$ cat src/design/ldim_defines.svh
// Bit positions, register offsets, reset values and timing counts for the mode-set block.
`ifndef LDIM_DEFINES_SVH
`define LDIM_DEFINES_SVH

// Address pins seen by the block and the captured mode-field positions.
`define LDIM_ADDR_W        19
`define LDIM_CAPTURE_MSB   17
`define LDIM_CFG_MSB       2
`define LDIM_BL_LSB        3
`define LDIM_BL_MSB        4
`define LDIM_MUX_BIT       5
`define LDIM_DLL_BIT       7
`define LDIM_IMP_BIT       8
`define LDIM_ODT_BIT       9
`define LDIM_AY_CFG_LO     3
`define LDIM_AY_CFG_HI     4
`define LDIM_AY_DLL_BIT    9
`define LDIM_CFG_RESET     3'h0
`define LDIM_BL_RESET      2'h0

// Register byte offsets on the AXI4-Lite port.
`define LDIM_AXI_AW        12
`define LDIM_OFF_MODE      12'h000
`define LDIM_OFF_STATUS    12'h004
`define LDIM_OFF_LAT       12'h008
`define LDIM_OFF_CTRL      12'h00C
`define LDIM_RESP_OKAY     2'h0
`define LDIM_RESP_SLVERR   2'h2

// Status bit positions.
`define LDIM_ST_DONE       0
`define LDIM_ST_MUX        1
`define LDIM_ST_LOCK       2
`define LDIM_ST_RSVD       3
`define LDIM_ST_EARLY      4
`define LDIM_ST_SEQ        5

// Timing: stable-clock wait in microseconds, clock rate in MHz, and derived cycle counts.
`define LDIM_STABLE_TIME_US 200
`define LDIM_CLK_MHZ        250
`define LDIM_STABLE_CYC     (`LDIM_STABLE_TIME_US * `LDIM_CLK_MHZ)
`define LDIM_DLL_LOCK_CYC   11'h400
`define LDIM_INIT_NOPS      11'h400
`define LDIM_MIN_LOADS      2'h3
`define LDIM_BANKS          8

`endif

$ cat src/design/ldim_pkg.sv
// Types shared by the mode-set block: bus commands and init tracking states.
package ldim_pkg;

    // Command decoded from the control pins on a rising clock edge.
    typedef enum logic [1:0] {
        LDIM_CMD_NOP,
        LDIM_CMD_MODE_LOAD,
        LDIM_CMD_BANK_REFRESH,
        LDIM_CMD_OTHER
    } ldim_cmd_t;

    // Progress of the power-up sequence as seen by the memory.
    typedef enum logic [1:0] {
        LDIM_ST_POWERUP,
        LDIM_ST_LOADS,
        LDIM_ST_FILL,
        LDIM_ST_READY
    } ldim_state_t;

endpackage : ldim_pkg

$ cat src/design/ldim_lat_decode.sv
// Latency and row-cycle decoder for the configuration field.
module ldim_lat_decode (
    // Configuration code and address mode.
    input  wire logic [2:0] cfg_code,
    input  wire logic       mux_mode,
    // Decoded cycle counts.
    output logic      [3:0] row_cycle_time,
    output logic      [3:0] read_latency_cycles,
    output logic      [3:0] write_latency_cycles,
    output logic            reserved
);
    logic [3:0] base_lat;

    // Table lookup; reserved codes fall back to the default timing.
    always_comb begin
        reserved = 1'b0;
        base_lat = 4'h4;
        row_cycle_time = 4'h4;
        case (cfg_code)
            3'h2: begin
                row_cycle_time = 4'h6;
                base_lat       = 4'h6;
            end
            3'h3: begin
                row_cycle_time = 4'h8;
                base_lat       = 4'h8;
            end
            3'h4: begin
                row_cycle_time = 4'h3;
                base_lat       = 4'h3;
            end
            3'h5: begin
                row_cycle_time = 4'h5;
                base_lat       = 4'h5;
            end
            3'h6, 3'h7: begin
                reserved = 1'b1;
            end
            default: begin
                row_cycle_time = 4'h4;
                base_lat       = 4'h4;
            end
        endcase
        read_latency_cycles  = base_lat + {3'h0, mux_mode};
        write_latency_cycles = read_latency_cycles + 4'h1;
    end

endmodule : ldim_lat_decode

$ cat src/design/ldim_mode_set.sv
// Power-up tracking and mode-register capture for the eight-bank memory, with AXI4-Lite access.
//
// Implementation choices: the AXI4-Lite interface to the registers and the address map.
`include "ldim_defines.svh"

module ldim_mode_set #(
    parameter int STABLE_CYC = `LDIM_STABLE_CYC
) (
    // Clock and reset.
    input  wire logic                        sys_clk,
    input  wire logic                        reset,
    // Command, bank and address pins, sampled on the command clock.
    input  wire ldim_pkg::ldim_cmd_t         dram_cmd,
    input  wire logic [2:0]                  bank_select_bits,
    input  wire logic [`LDIM_ADDR_W-1:0]     dram_addr,
    // AXI4-Lite register port.
    input  wire logic [`LDIM_AXI_AW-1:0]     s_axi_awaddr,
    input  wire logic                        s_axi_awvalid,
    output logic                             s_axi_awready,
    input  wire logic [31:0]                 s_axi_wdata,
    input  wire logic [3:0]                  s_axi_wstrb,
    input  wire logic                        s_axi_wvalid,
    output logic                             s_axi_wready,
    output logic [1:0]                       s_axi_bresp,
    output logic                             s_axi_bvalid,
    input  wire logic                        s_axi_bready,
    input  wire logic [`LDIM_AXI_AW-1:0]     s_axi_araddr,
    input  wire logic                        s_axi_arvalid,
    output logic                             s_axi_arready,
    output logic [31:0]                      s_axi_rdata,
    output logic [1:0]                       s_axi_rresp,
    output logic                             s_axi_rvalid,
    input  wire logic                        s_axi_rready,
    // Operating configuration handed to the core.
    output logic [3:0]                       row_cycle_time,
    output logic [3:0]                       read_latency_cycles,
    output logic [3:0]                       write_latency_cycles,
    output logic [1:0]                       burst_count_setting,
    output logic                             mux_mode,
    output logic                             dll_enable,
    output logic                             dll_locked,
    output logic                             impedance_match_en,
    output logic                             on_die_termination,
    output logic                             init_done
);
    import ldim_pkg::*;

    // Mode and tracking state.
    ldim_state_t state_q, state_d;
    logic [2:0]  cfg_q, cfg_d;
    logic [1:0]  bl_q, bl_d;
    logic        mux_q, mux_d, dll_q, dll_d, imp_q, imp_d, odt_q, odt_d;
    logic        ph2_q, ph2_d;
    logic [9:0]  ax_q, ax_d;
    logic [1:0]  loads_q, loads_d;
    logic [7:0]  ref_q, ref_d;
    logic [10:0] nops_q, nops_d, lock_q, lock_d;
    logic [31:0] stable_q, stable_d;
    logic        rsvd_q, rsvd_d, early_q, early_d, seq_q, seq_d;
    logic [3:0]  trc_q, trl_q, twl_q;
    logic        done_q, lockd_q;
    // Candidate capture for the decoder.
    logic [2:0]  new_cfg;
    logic        new_mux, apply;
    logic [3:0]  dec_trc, dec_trl, dec_twl;
    logic        dec_rsvd;
    // Register bus state.
    logic        awr_q, awr_d, wr_q, wr_d, bv_q, bv_d, arr_q, arr_d, rv_q, rv_d;
    logic        awf_q, awf_d, wf_q, wf_d;
    logic [`LDIM_AXI_AW-1:0] awa_q, awa_d;
    logic [31:0] wd_q, wd_d, rd_q, rd_d;
    logic [1:0]  br_q, br_d, rr_q, rr_d;
    logic        do_wr, restart, clr_rsvd, clr_early, clr_seq;

    ldim_lat_decode u_dec (
        .cfg_code             (new_cfg),
        .mux_mode             (new_mux),
        .row_cycle_time       (dec_trc),
        .read_latency_cycles  (dec_trl),
        .write_latency_cycles (dec_twl),
        .reserved             (dec_rsvd)
    );

    // Decides which address bits form the new mode and whether a load lands this cycle.
    always_comb begin
        apply   = 1'b0;
        new_cfg = cfg_q;
        new_mux = mux_q;
        if (ph2_q) begin
            apply   = 1'b1;
            new_mux = 1'b1;
            new_cfg = {dram_addr[`LDIM_AY_CFG_HI], dram_addr[`LDIM_AY_CFG_LO], ax_q[0]};
        end else if (dram_cmd == LDIM_CMD_MODE_LOAD && !mux_q) begin
            apply   = 1'b1;
            new_mux = dram_addr[`LDIM_MUX_BIT];
            new_cfg = dram_addr[`LDIM_CFG_MSB:0];
        end
    end

    // Next-state logic for mode capture, init tracking and the loop lock timer.
    always_comb begin
        state_d  = state_q;
        cfg_d    = cfg_q;
        bl_d     = bl_q;
        mux_d    = mux_q;
        dll_d    = dll_q;
        imp_d    = imp_q;
        odt_d    = odt_q;
        ph2_d    = 1'b0;
        ax_d     = ax_q;
        loads_d  = loads_q;
        ref_d    = ref_q;
        nops_d   = nops_q;
        lock_d   = lock_q;
        stable_d = (stable_q < STABLE_CYC) ? stable_q + 32'h1 : stable_q;
        rsvd_d   = rsvd_q & ~clr_rsvd;
        early_d  = early_q & ~clr_early;
        seq_d    = seq_q & ~clr_seq;
        // First phase of a multiplexed load is kept only when bit 5 is high.
        if (dram_cmd == LDIM_CMD_MODE_LOAD && mux_q && !ph2_q
            && dram_addr[`LDIM_MUX_BIT]) begin
            ph2_d = 1'b1;
            ax_d  = dram_addr[9:0];
        end
        if (apply) begin
            if (dec_rsvd) begin
                rsvd_d = 1'b1;
            end else begin
                cfg_d = new_cfg;
            end
            mux_d = new_mux;
            if (ph2_q) begin
                bl_d  = ax_q[`LDIM_BL_MSB:`LDIM_BL_LSB];
                dll_d = dram_addr[`LDIM_AY_DLL_BIT];
                imp_d = ax_q[`LDIM_IMP_BIT];
                odt_d = ax_q[`LDIM_ODT_BIT];
            end else begin
                bl_d  = dram_addr[`LDIM_BL_MSB:`LDIM_BL_LSB];
                dll_d = dram_addr[`LDIM_DLL_BIT];
                imp_d = dram_addr[`LDIM_IMP_BIT];
                odt_d = dram_addr[`LDIM_ODT_BIT];
            end
        end
        // Loop lock time restarts on every applied load; a low enable keeps the loop off.
        if (apply || !dll_q) begin
            lock_d = 11'h0;
        end else if (lock_q != `LDIM_DLL_LOCK_CYC) begin
            lock_d = lock_q + 11'h1;
        end
        if (dram_cmd == LDIM_CMD_MODE_LOAD && stable_q < STABLE_CYC) begin
            early_d = 1'b1;
        end
        // Power-up sequence tracking.
        case (state_q)
            LDIM_ST_POWERUP: begin
                if (dram_cmd == LDIM_CMD_MODE_LOAD) begin
                    state_d = LDIM_ST_LOADS;
                    loads_d = 2'h1;
                end
            end
            LDIM_ST_LOADS: begin
                if (dram_cmd == LDIM_CMD_MODE_LOAD) begin
                    loads_d = (loads_q == `LDIM_MIN_LOADS) ? loads_q : loads_q + 2'h1;
                end else if (loads_q == `LDIM_MIN_LOADS) begin
                    state_d = LDIM_ST_FILL;
                    ref_d   = 8'h0;
                    nops_d  = 11'h0;
                end else begin
                    state_d = LDIM_ST_POWERUP;
                    seq_d   = 1'b1;
                end
            end
            LDIM_ST_FILL: begin
                if (dram_cmd == LDIM_CMD_NOP && nops_q != `LDIM_INIT_NOPS) begin
                    nops_d = nops_q + 11'h1;
                end else if (dram_cmd == LDIM_CMD_BANK_REFRESH) begin
                    ref_d = ref_q | (8'h1 << bank_select_bits);
                end
                if (&ref_d && nops_d == `LDIM_INIT_NOPS) begin
                    state_d = LDIM_ST_READY;
                end
            end
            default: begin
                state_d = LDIM_ST_READY;
            end
        endcase
        if (restart) begin
            state_d = LDIM_ST_POWERUP;
        end
    end

    // Registers for mode, tracking and the decoded timing outputs.
    always_ff @(posedge sys_clk) begin
        if (reset) begin
            state_q  <= LDIM_ST_POWERUP;
            cfg_q    <= `LDIM_CFG_RESET;
            bl_q     <= `LDIM_BL_RESET;
            {mux_q, dll_q, imp_q, odt_q, ph2_q} <= 5'h00;
            ax_q     <= 10'h000;
            loads_q  <= 2'h0;
            ref_q    <= 8'h00;
            nops_q   <= 11'h000;
            lock_q   <= 11'h000;
            stable_q <= 32'h0000_0000;
            {rsvd_q, early_q, seq_q} <= 3'h0;
            trc_q    <= 4'h4;
            trl_q    <= 4'h4;
            twl_q    <= 4'h5;
            done_q   <= 1'b0;
            lockd_q  <= 1'b0;
        end else begin
            state_q  <= state_d;
            cfg_q    <= cfg_d;
            bl_q     <= bl_d;
            {mux_q, dll_q, imp_q, odt_q, ph2_q} <= {mux_d, dll_d, imp_d, odt_d, ph2_d};
            ax_q     <= ax_d;
            loads_q  <= loads_d;
            ref_q    <= ref_d;
            nops_q   <= nops_d;
            lock_q   <= lock_d;
            stable_q <= stable_d;
            {rsvd_q, early_q, seq_q} <= {rsvd_d, early_d, seq_d};
            if (apply && !dec_rsvd) begin
                trc_q <= dec_trc;
                trl_q <= dec_trl;
                twl_q <= dec_twl;
            end
            done_q   <= (state_d == LDIM_ST_READY);
            lockd_q  <= dll_d && (lock_d == `LDIM_DLL_LOCK_CYC);
        end
    end

    // Write decode: each strobe comes from a completed write to its register.
    assign do_wr     = awf_q && wf_q && !bv_q;
    assign restart   = do_wr && awa_q == `LDIM_OFF_CTRL && wd_q[0];
    assign clr_rsvd  = do_wr && awa_q == `LDIM_OFF_STATUS && wd_q[`LDIM_ST_RSVD];
    assign clr_early = do_wr && awa_q == `LDIM_OFF_STATUS && wd_q[`LDIM_ST_EARLY];
    assign clr_seq   = do_wr && awa_q == `LDIM_OFF_STATUS && wd_q[`LDIM_ST_SEQ];

    // AXI4-Lite slave: address and data taken in either order, one response per write.
    always_comb begin
        awf_d = awf_q | (s_axi_awvalid & awr_q);
        wf_d  = wf_q | (s_axi_wvalid & wr_q);
        awa_d = (s_axi_awvalid & awr_q) ? s_axi_awaddr : awa_q;
        wd_d  = (s_axi_wvalid & wr_q) ? (s_axi_wdata & {{8{s_axi_wstrb[3]}},
                {8{s_axi_wstrb[2]}}, {8{s_axi_wstrb[1]}}, {8{s_axi_wstrb[0]}}}) : wd_q;
        bv_d  = bv_q & ~s_axi_bready;
        br_d  = br_q;
        if (do_wr) begin
            awf_d = 1'b0;
            wf_d  = 1'b0;
            bv_d  = 1'b1;
            if (awa_q == `LDIM_OFF_MODE || awa_q == `LDIM_OFF_STATUS
                || awa_q == `LDIM_OFF_LAT || awa_q == `LDIM_OFF_CTRL) begin
                br_d = `LDIM_RESP_OKAY;
            end else begin
                br_d = `LDIM_RESP_SLVERR;
            end
        end
        awr_d = ~awf_d;
        wr_d  = ~wf_d;
        rv_d  = rv_q & ~s_axi_rready;
        rd_d  = rd_q;
        rr_d  = rr_q;
        if (s_axi_arvalid && arr_q) begin
            rv_d = 1'b1;
            rr_d = `LDIM_RESP_OKAY;
            if (s_axi_araddr == `LDIM_OFF_MODE) begin
                rd_d = {22'h0, odt_q, imp_q, dll_q, 1'b0, mux_q, bl_q, cfg_q};
            end else if (s_axi_araddr == `LDIM_OFF_STATUS) begin
                rd_d = {5'h0, nops_q, ref_q, 2'h0, seq_q, early_q, rsvd_q,
                        lockd_q, mux_q, done_q};
            end else if (s_axi_araddr == `LDIM_OFF_LAT) begin
                rd_d = {12'h0, twl_q, 4'h0, trl_q, 4'h0, trc_q};
            end else if (s_axi_araddr == `LDIM_OFF_CTRL) begin
                rd_d = 32'h0000_0000;
            end else begin
                rd_d = 32'h0000_0000;
                rr_d = `LDIM_RESP_SLVERR;
            end
        end
        arr_d = ~rv_d;
    end

    // Register bus flip-flops.
    always_ff @(posedge sys_clk) begin
        if (reset) begin
            {awf_q, wf_q, bv_q, rv_q} <= 4'h0;
            {awr_q, wr_q, arr_q}      <= 3'h7;
            awa_q <= 12'h000;
            wd_q  <= 32'h0000_0000;
            rd_q  <= 32'h0000_0000;
            br_q  <= 2'h0;
            rr_q  <= 2'h0;
        end else begin
            {awf_q, wf_q, bv_q, rv_q} <= {awf_d, wf_d, bv_d, rv_d};
            {awr_q, wr_q, arr_q}      <= {awr_d, wr_d, arr_d};
            awa_q <= awa_d;
            wd_q  <= wd_d;
            rd_q  <= rd_d;
            br_q  <= br_d;
            rr_q  <= rr_d;
        end
    end

    // Outputs straight from flip-flops.
    assign s_axi_awready        = awr_q;
    assign s_axi_wready         = wr_q;
    assign s_axi_bvalid         = bv_q;
    assign s_axi_bresp          = br_q;
    assign s_axi_arready        = arr_q;
    assign s_axi_rvalid         = rv_q;
    assign s_axi_rdata          = rd_q;
    assign s_axi_rresp          = rr_q;
    assign row_cycle_time       = trc_q;
    assign read_latency_cycles  = trl_q;
    assign write_latency_cycles = twl_q;
    assign burst_count_setting  = bl_q;
    assign mux_mode             = mux_q;
    assign dll_enable           = dll_q;
    assign dll_locked           = lockd_q;
    assign impedance_match_en   = imp_q;
    assign on_die_termination   = odt_q;
    assign init_done            = done_q;

endmodule : ldim_mode_set

$ cat config.mk
export PLATFORM = sky130hd
export DESIGN_NAME = ldim_mode_set
export DESIGN_NICKNAME = d
export VERILOG_FILES = /design/src/design/ldim_pkg.sv /design/src/design/ldim_lat_decode.sv /design/src/design/ldim_mode_set.sv
export VERILOG_INCLUDE_DIRS = /design/src /design/src/design
export SDC_FILE = /design/constraint.sdc
export NUM_CORES = 1
export LEC_CHECK = 0
export BUFFER_PORTS_ARGS = -buffer_cell sky130_fd_sc_hd__buf_2
export CORE_MARGIN = 5
export CORE_UTILIZATION = 49
export CTS_CLUSTER_DIAMETER = 50
export DETAILED_ROUTE_END_ITERATION = 6
export PLACE_DENSITY = 0.76
export SLEW_MARGIN = 20
export SYNTH_ARGS = -nofsm -noshare
export SYNTH_HDL_FRONTEND = slang
export SYNTH_SLANG_ARGS = --single-unit
$ cat constraint.sdc
create_clock -name sys_clk -period 3 [get_ports sys_clk]
set_clock_uncertainty 0.1 [all_clocks]
set_input_delay 0.45 -clock sys_clk [delete_from_list [all_inputs] [get_ports sys_clk]]
set_output_delay 0.45 -clock sys_clk [all_outputs]
set_load 0.01 [all_outputs]
==> results.cfg, run 1 <==
[finish]
syn_to_final_growth_pct = 20.7
nNetsFinal = 1003
insertedDiodeCount = 0
drive_gt1_share_pct = 18.7

[clock_tree]
clk_latency_ns = 0.42
cts_tree = yes
clk_pin_slew_ns = 0.07
cts_sinks = 149
cts_buffers = 17
htree_levels = 4
cts_hold_buf = 0
ctsResizeCount = 0
clockBufferDepth = 2
post-cts-setup-buffers = 0
cts-root-buf = clkbuf_16

[setup_path]
start_kind = flip-flop
worstPathArrival_ns = 2.92
crit_required_ns = 3.17
rr_startpoint = mux_mode
endpoint_kind = flip-flop
crit_end = write_latency_cycles[3]
path_class = reg -> reg
crit_start = mux_mode
r2r-end = write_latency_cycles[3]
ff2ff_path_depth = 11
critPathMaxFanout = 5
ff2ff_setup_slack_ns = 0.26

[grt]
use_met2_pct = 31.9
grt.overflow.total = 0
grt_first_pass_wirelength_um = 26000
track_usage_pct = 19.9
met3_usage_pct = 5.67
grt.busiest_layer = met2
grt_use_met1_pct = 26.0
grt_pass1_vias = 5364
grt_start_max_net_pins = 52
antenna_found_initial = 0

[sta]
finalHoldViolations = 0
rsz0062_at_grt = no
period_minus_slack_ns = 2.74
setup_viol = 0
tns_ns = 0
final_max_slew_viol_count = 0
setup_slack_ns = 0.256
max_freq_ghz = 0.364
tightest_slew_ns = 0.921
fin_crit_sh_pct = 91.5
max_slew_margin_pct = 38.3

[outcome]
status = complete, no violations

[yosys]
synth-compound-area-share_pct = 17.6
synth_area_leaders = dfxtp_1 45%, nor2_1 6.8%, a21oi_1 4.9%
synthAdderAreaFrac_pct = 1.71
yosysWarningCount = 0
postSynth.asyncResetShare_pct = 0
synth-xor-area-share_pct = 3.32
syn_avg_cell_area_um2 = 8.29
synthCells = 796
synth-simple-area-share_pct = 25.0
synth_cell_types = 59
synth.most_common_cell = dfxtp_1
synth_top_area_share_pct = 45.2
synth_seq_cells = 149
netlist_top_cells_count = 149 x dfxtp_1, 120 x nor2_1, 83 x nand2_1
synth_largest_area_cell = dfxtp_1
synth_area_um2 = 6600
synth_ff_type = dfxtp_1
synth_top_family_by_area = simple AND/OR/NAND/NOR gates
synth_seq_area_share_pct = 45.2
synth_edf_count = 0
synthMuxAreaShare_pct = 2.28

[floorplan]
die_area_um2 = 15900
rows = 42
initial_core_util_pct = 49.8
ios = 152
chipHeight_um = 126
die_x_um = 126
coreArea_um2 = 13200

[routing]
drt-wirelength-per-cell_um = 14.6
num_vias = 5932
firstDrtPassIters = 5
finalWirelength_um = 16000
drt-initial-drc-count = 472
ant_nets = 0
drc_errors = 0
viasPerCell = 5.43

[pwr]
peakVddDrop_uv = 474
power.total_mw = 4.59
p_leak_nw = 3.22
power_density_nw_per_um2 = 576

[placed_design]
gp_congestion = 0.890
io_buffers = 102
place_hpwl_um = 11500
pre_cts_slack_ns = 0.0508

[hold_path]
min_path_cells = 3
hold_class = in -> reg

[run]
drv_cap = 0
-- sequential cells by signal (all words and copies together), names as in the netlist, 2 cells and up --
signal,flops
loads_q,2
burst_count_setting,2
ax_q,5
stable_q,32
awa_q,12
wd_q,4
row_cycle_time,4
nops_q,11
ref_q,8
cfg_q,3
read_latency_cycles,4
s_axi_rdata,26
state_q,2
write_latency_cycles,4
lock_q,11
-- cell families (layout without fill, tap and decap cells) --
group                      after synthesis  in the layout
AOI/OAI and AO/OA                      178            178
adders and majority gates                9              9
muxes                                   15             15
xor gates and xnor gates                25             25
and+or+nand+nor                        347            347
buffers and inverters                   72            185
other                                    1              8
DFF                                    149            149
-- cell usage in the layout, fill, tap and decap left out, types with 3 or more instances in the layout --
cell,instances
a31oi_1,10
xnor2_1,18
nand2_1,83
clkbuf_16,17
o21a_1,4
nor2_1,120
a31o_2,3
a22oi_1,29
bufinv_16,3
buf_4,31
buf_2,101
a21oi_1,64
or3_1,3
conb_1,8
a22o_1,3
a311oi_1,4
nand2b_1,10
a211o_1,5
nor3_1,33
nor4_1,14
or4_1,4
ha_1,9
and3_1,6
a2111oi_0,8
xor2_1,7
dfxtp_1,149
nand3_1,19
a32oi_1,6
mux2i_1,15
inv_1,21
nor2b_1,29
and2_1,6
clkinv_4,5
o21ai_0,22
and4_1,5
nand4_1,4
-- layout make-up --
| type | instances | area, um^2 |
|---|---|---|
| fillers | 1197 | 5280 |
| multi-input cells | 582 | 3320 |
| flip-flops and latches | 149 | 2980 |
| repair buffers | 132 | 738 |
| clock buffers | 19 | 443 |
| well taps | 176 | 220 |
| clock inverters | 13 | 174 |
| inverters | 21 | 78.8 |
-- worst max-delay path: stages (launching register included) --
cell and delay, ns:
dfxtp_1 0.34, nor3b_4 0.30, a21oi_1 0.13, a22oi_1 0.31, nor2_1 0.09, ha_1 0.21, ha_1 0.30, nand2_1 0.11
nand3_1 0.10, o21ai_0 0.08, a2111oi_0 0.41, a221oi_1 0.13
-- worst min-delay path by stage --
stage                         start            to  slack (ns)
floorplan              stable_q[30]  stable_q[30]        0.33
global placement       stable_q[27]  stable_q[27]        0.34
detailed placement         awa_q[9]      awa_q[9]        0.35
CTS                 s_axi_awaddr[7]      awa_q[7]        0.15
global route        s_axi_awaddr[4]      awa_q[4]        0.17
finish              s_axi_awaddr[7]      awa_q[7]        0.17
-- stage by stage --
step                cells  hold WS (ns)  utilization, %  area, um^2
finish               1092         0.166            60.1        7960
global route         1092         0.167            60.1        7960
CTS                  1092         0.154            60.1        7960
detailed placement   1060         0.347            55.5        7340
global placement     1060         0.343            55.5        7340
floorplan             803         0.329               -        6620
-- layer usage --
| metal | vias up | wire, um |
|---|---|---|
| li1 | 3007 | - |
| met1 | 2731 | 7240 |
| met2 | 179 | 7560 |
| met3 | 15 | 972 |
| met4 | 0 | 215 |
| met5 | - | 0 |
-- where the power goes --
part	internal (mW)	switching, mW
Combinational	0.137	0.207
Sequential	2.03	0.0389
Clock	1.34	0.837
Total	3.51	1.08
Power figures use the tool's default switching activity.
==> run 2: changes to the inputs <==
--- a/config.mk
+++ b/config.mk
@@ -9,9 +9,9 @@
 export BUFFER_PORTS_ARGS = -buffer_cell sky130_fd_sc_hd__buf_2
 export CORE_MARGIN = 5
 export CORE_UTILIZATION = 49
-export CTS_CLUSTER_DIAMETER = 50
+export CTS_CLUSTER_DIAMETER = 200
 export DETAILED_ROUTE_END_ITERATION = 6
-export PLACE_DENSITY = 0.76
+export PLACE_DENSITY = 0.74
 export SLEW_MARGIN = 20
 export SYNTH_ARGS = -nofsm -noshare
 export SYNTH_HDL_FRONTEND = slang
==> results.cfg, run 2 (synthesized netlist as in run 1, its figures left out) <==
[placed_design]
dp.cells = 1057
gp_congestion = 0.877
pre_cts_slack_ns = -0.00299
place_hpwl_um = 11400
io_buffers = 102

[grt]
grt_start_max_net_pins = 55
grt_pass1_vias = 5423
grt.overflow.total = 0
grt_first_pass_wirelength_um = 26000
track_usage_pct = 20.1
antenna_found_initial = 0

[hold_path]
hold_class = in -> reg
min_to = awa_q[7]
worstHoldStart = s_axi_awaddr[7]
min_path_cells = 3

[routing]
drt-initial-drc-count = 551
ant_nets = 0
viasPerCell = 5.42
drt-wirelength-per-cell_um = 14.5
drc_errors = 0
finalWirelength_um = 15800
firstDrtPassIters = 7
num_vias = 5902

[setup_path]
crit_start = mux_mode
path_class = reg -> reg
rr_startpoint = mux_mode
endpoint_kind = flip-flop
crit_required_ns = 3.18
worstPathArrival_ns = 2.93
ff2ff_setup_slack_ns = 0.25
critPathMaxFanout = 5
r2r-end = write_latency_cycles[3]
ff2ff_path_depth = 11
start_kind = flip-flop

[sta]
rsz0062_at_grt = no
finalHoldViolations = 0
final_max_slew_viol_count = 0
max_slew_margin_pct = 43.9
fin_crit_sh_pct = 91.8
max_freq_ghz = 0.363
whs_ns = 0.160
tightest_slew_ns = 0.838
setup_viol = 0
period_minus_slack_ns = 2.75
setup_slack_ns = 0.247

[clock_tree]
clk_latency_ns = 0.42
clk_pin_slew_ns = 0.06
htree_levels = 4
cts_sinks = 149
cts_tree = yes
cts_hold_buf = 0
cts-root-buf = clkbuf_16
clockBufferDepth = 2
cts_buffers = 17

[finish]
mostFrequentLayoutCells = 149 x dfxtp_1, 120 x nor2_1, 101 x buf_2
drive_gt1_share_pct = 18.2
nNetsFinal = 1000
largest_register_ffs = 32
fin_cells = 1088
syn_to_final_growth_pct = 20.1
layout_commonest_cell = dfxtp_1
largest_register = stable_q

[floorplan]
chipHeight_um = 126
coreArea_um2 = 13200
die_area_um2 = 15900
die_x_um = 126
ios = 152
initial_core_util_pct = 49.8
rows = 42

[pwr]
power_density_nw_per_um2 = 576
peakVddDrop_uv = 381
p_leak_nw = 3.20
power.total_mw = 4.56

[run]
drv_cap = 0

[outcome]
status = complete, no violations
run 2: cell count changes in the layout (fill, tap and decap cells not counted):
| cell | previous run | this run |
|---|---|---|
| clkinv_4 | 5 | 0 |
| buf_4 | 31 | 28 |
| clkbuf_8 | 1 | 3 |
| clkinv_2 | 1 | 3 |
| a2111oi_0 | 8 | 7 |
| a2111oi_1 | 0 | 1 |
| clkinvlp_4 | 2 | 3 |
| diode_2 | 0 | 1 |
| inv_6 | 1 | 0 |
| inv_8 | 1 | 0 |
run 2: through the flow:
stage / setup TNS, ns / utilization (%) / instance area, um^2
2_1_floorplan: 0 / - / 6620
3_3_place_gp: 0 / 55.3 / 7320
3_5_place_dp: -0.00299 / 55.3 / 7320
4_1_cts: 0 / 59.8 / 7920
5_1_grt: 0 / 59.8 / 7920
6_report: 0 / 59.8 / 7920
run 2: timing repair:
action,CTS,global route
setup buffers,0,0
endpoints found under the setup margin,0,1
gates resized for setup,0,1
run 2: cell type report:
| cell class | instances | area (um^2) |
|---|---|---|
| well taps | 176 | 220 |
| clock inverters | 9 | 128 |
| flip-flops and latches | 149 | 2980 |
| inverters | 21 | 78.8 |
| fillers | 1252 | 5320 |
| diodes | 1 | 2.50 |
| clock buffers | 21 | 470 |
| repair buffers | 129 | 716 |
| multi-input cells | 582 | 3330 |
run 2: worst max path at each step:
stage	endpoint	slack (ns)	cells after the start
after CTS	write_latency_cycles[3]	0.23	11
after detailed placement	write_latency_cycles[3]	-0.003	12
after floorplan	read_latency_cycles[2]	0.03	12
after global placement	write_latency_cycles[3]	0.06	12
after global routing	write_latency_cycles[3]	0.009	11
final	write_latency_cycles[3]	0.25	11
run 2: metal layers:
metal | wire, um | vias to the layer above | GRT usage (%) | part of all wire, %
met4 | 322 | 0 | 8.14 | 2.0
met5 | 0 | - | 0 | 0
met3 | 938 | 25 | 6.56 | 5.9
met1 | 7030 | 2719 | 25.3 | 45
li1 | - | 3007 | - | -
met2 | 7490 | 151 | 31.9 | 47
run 2: critical path: stages (launching register included):
cell and delay [ns]:
dfxtp_1 0.33, nor3b_4 0.28, a21oi_1 0.13, a22oi_1 0.32, nor2_1 0.08, ha_1 0.21
ha_1 0.30, nand2_1 0.11, nand3_1 0.10, o21ai_0 0.07, a2111oi_1 0.46, a221oi_1 0.13
run 2: report_power, final:
group          total [mW]  switching [mW]  internal (mW)  leakage, nW
combinational       0.339           0.204          0.136         1.70
clock                2.16           0.799           1.36        0.287
sequential           2.06          0.0374           2.03         1.21
total                4.56            1.04           3.52         3.20
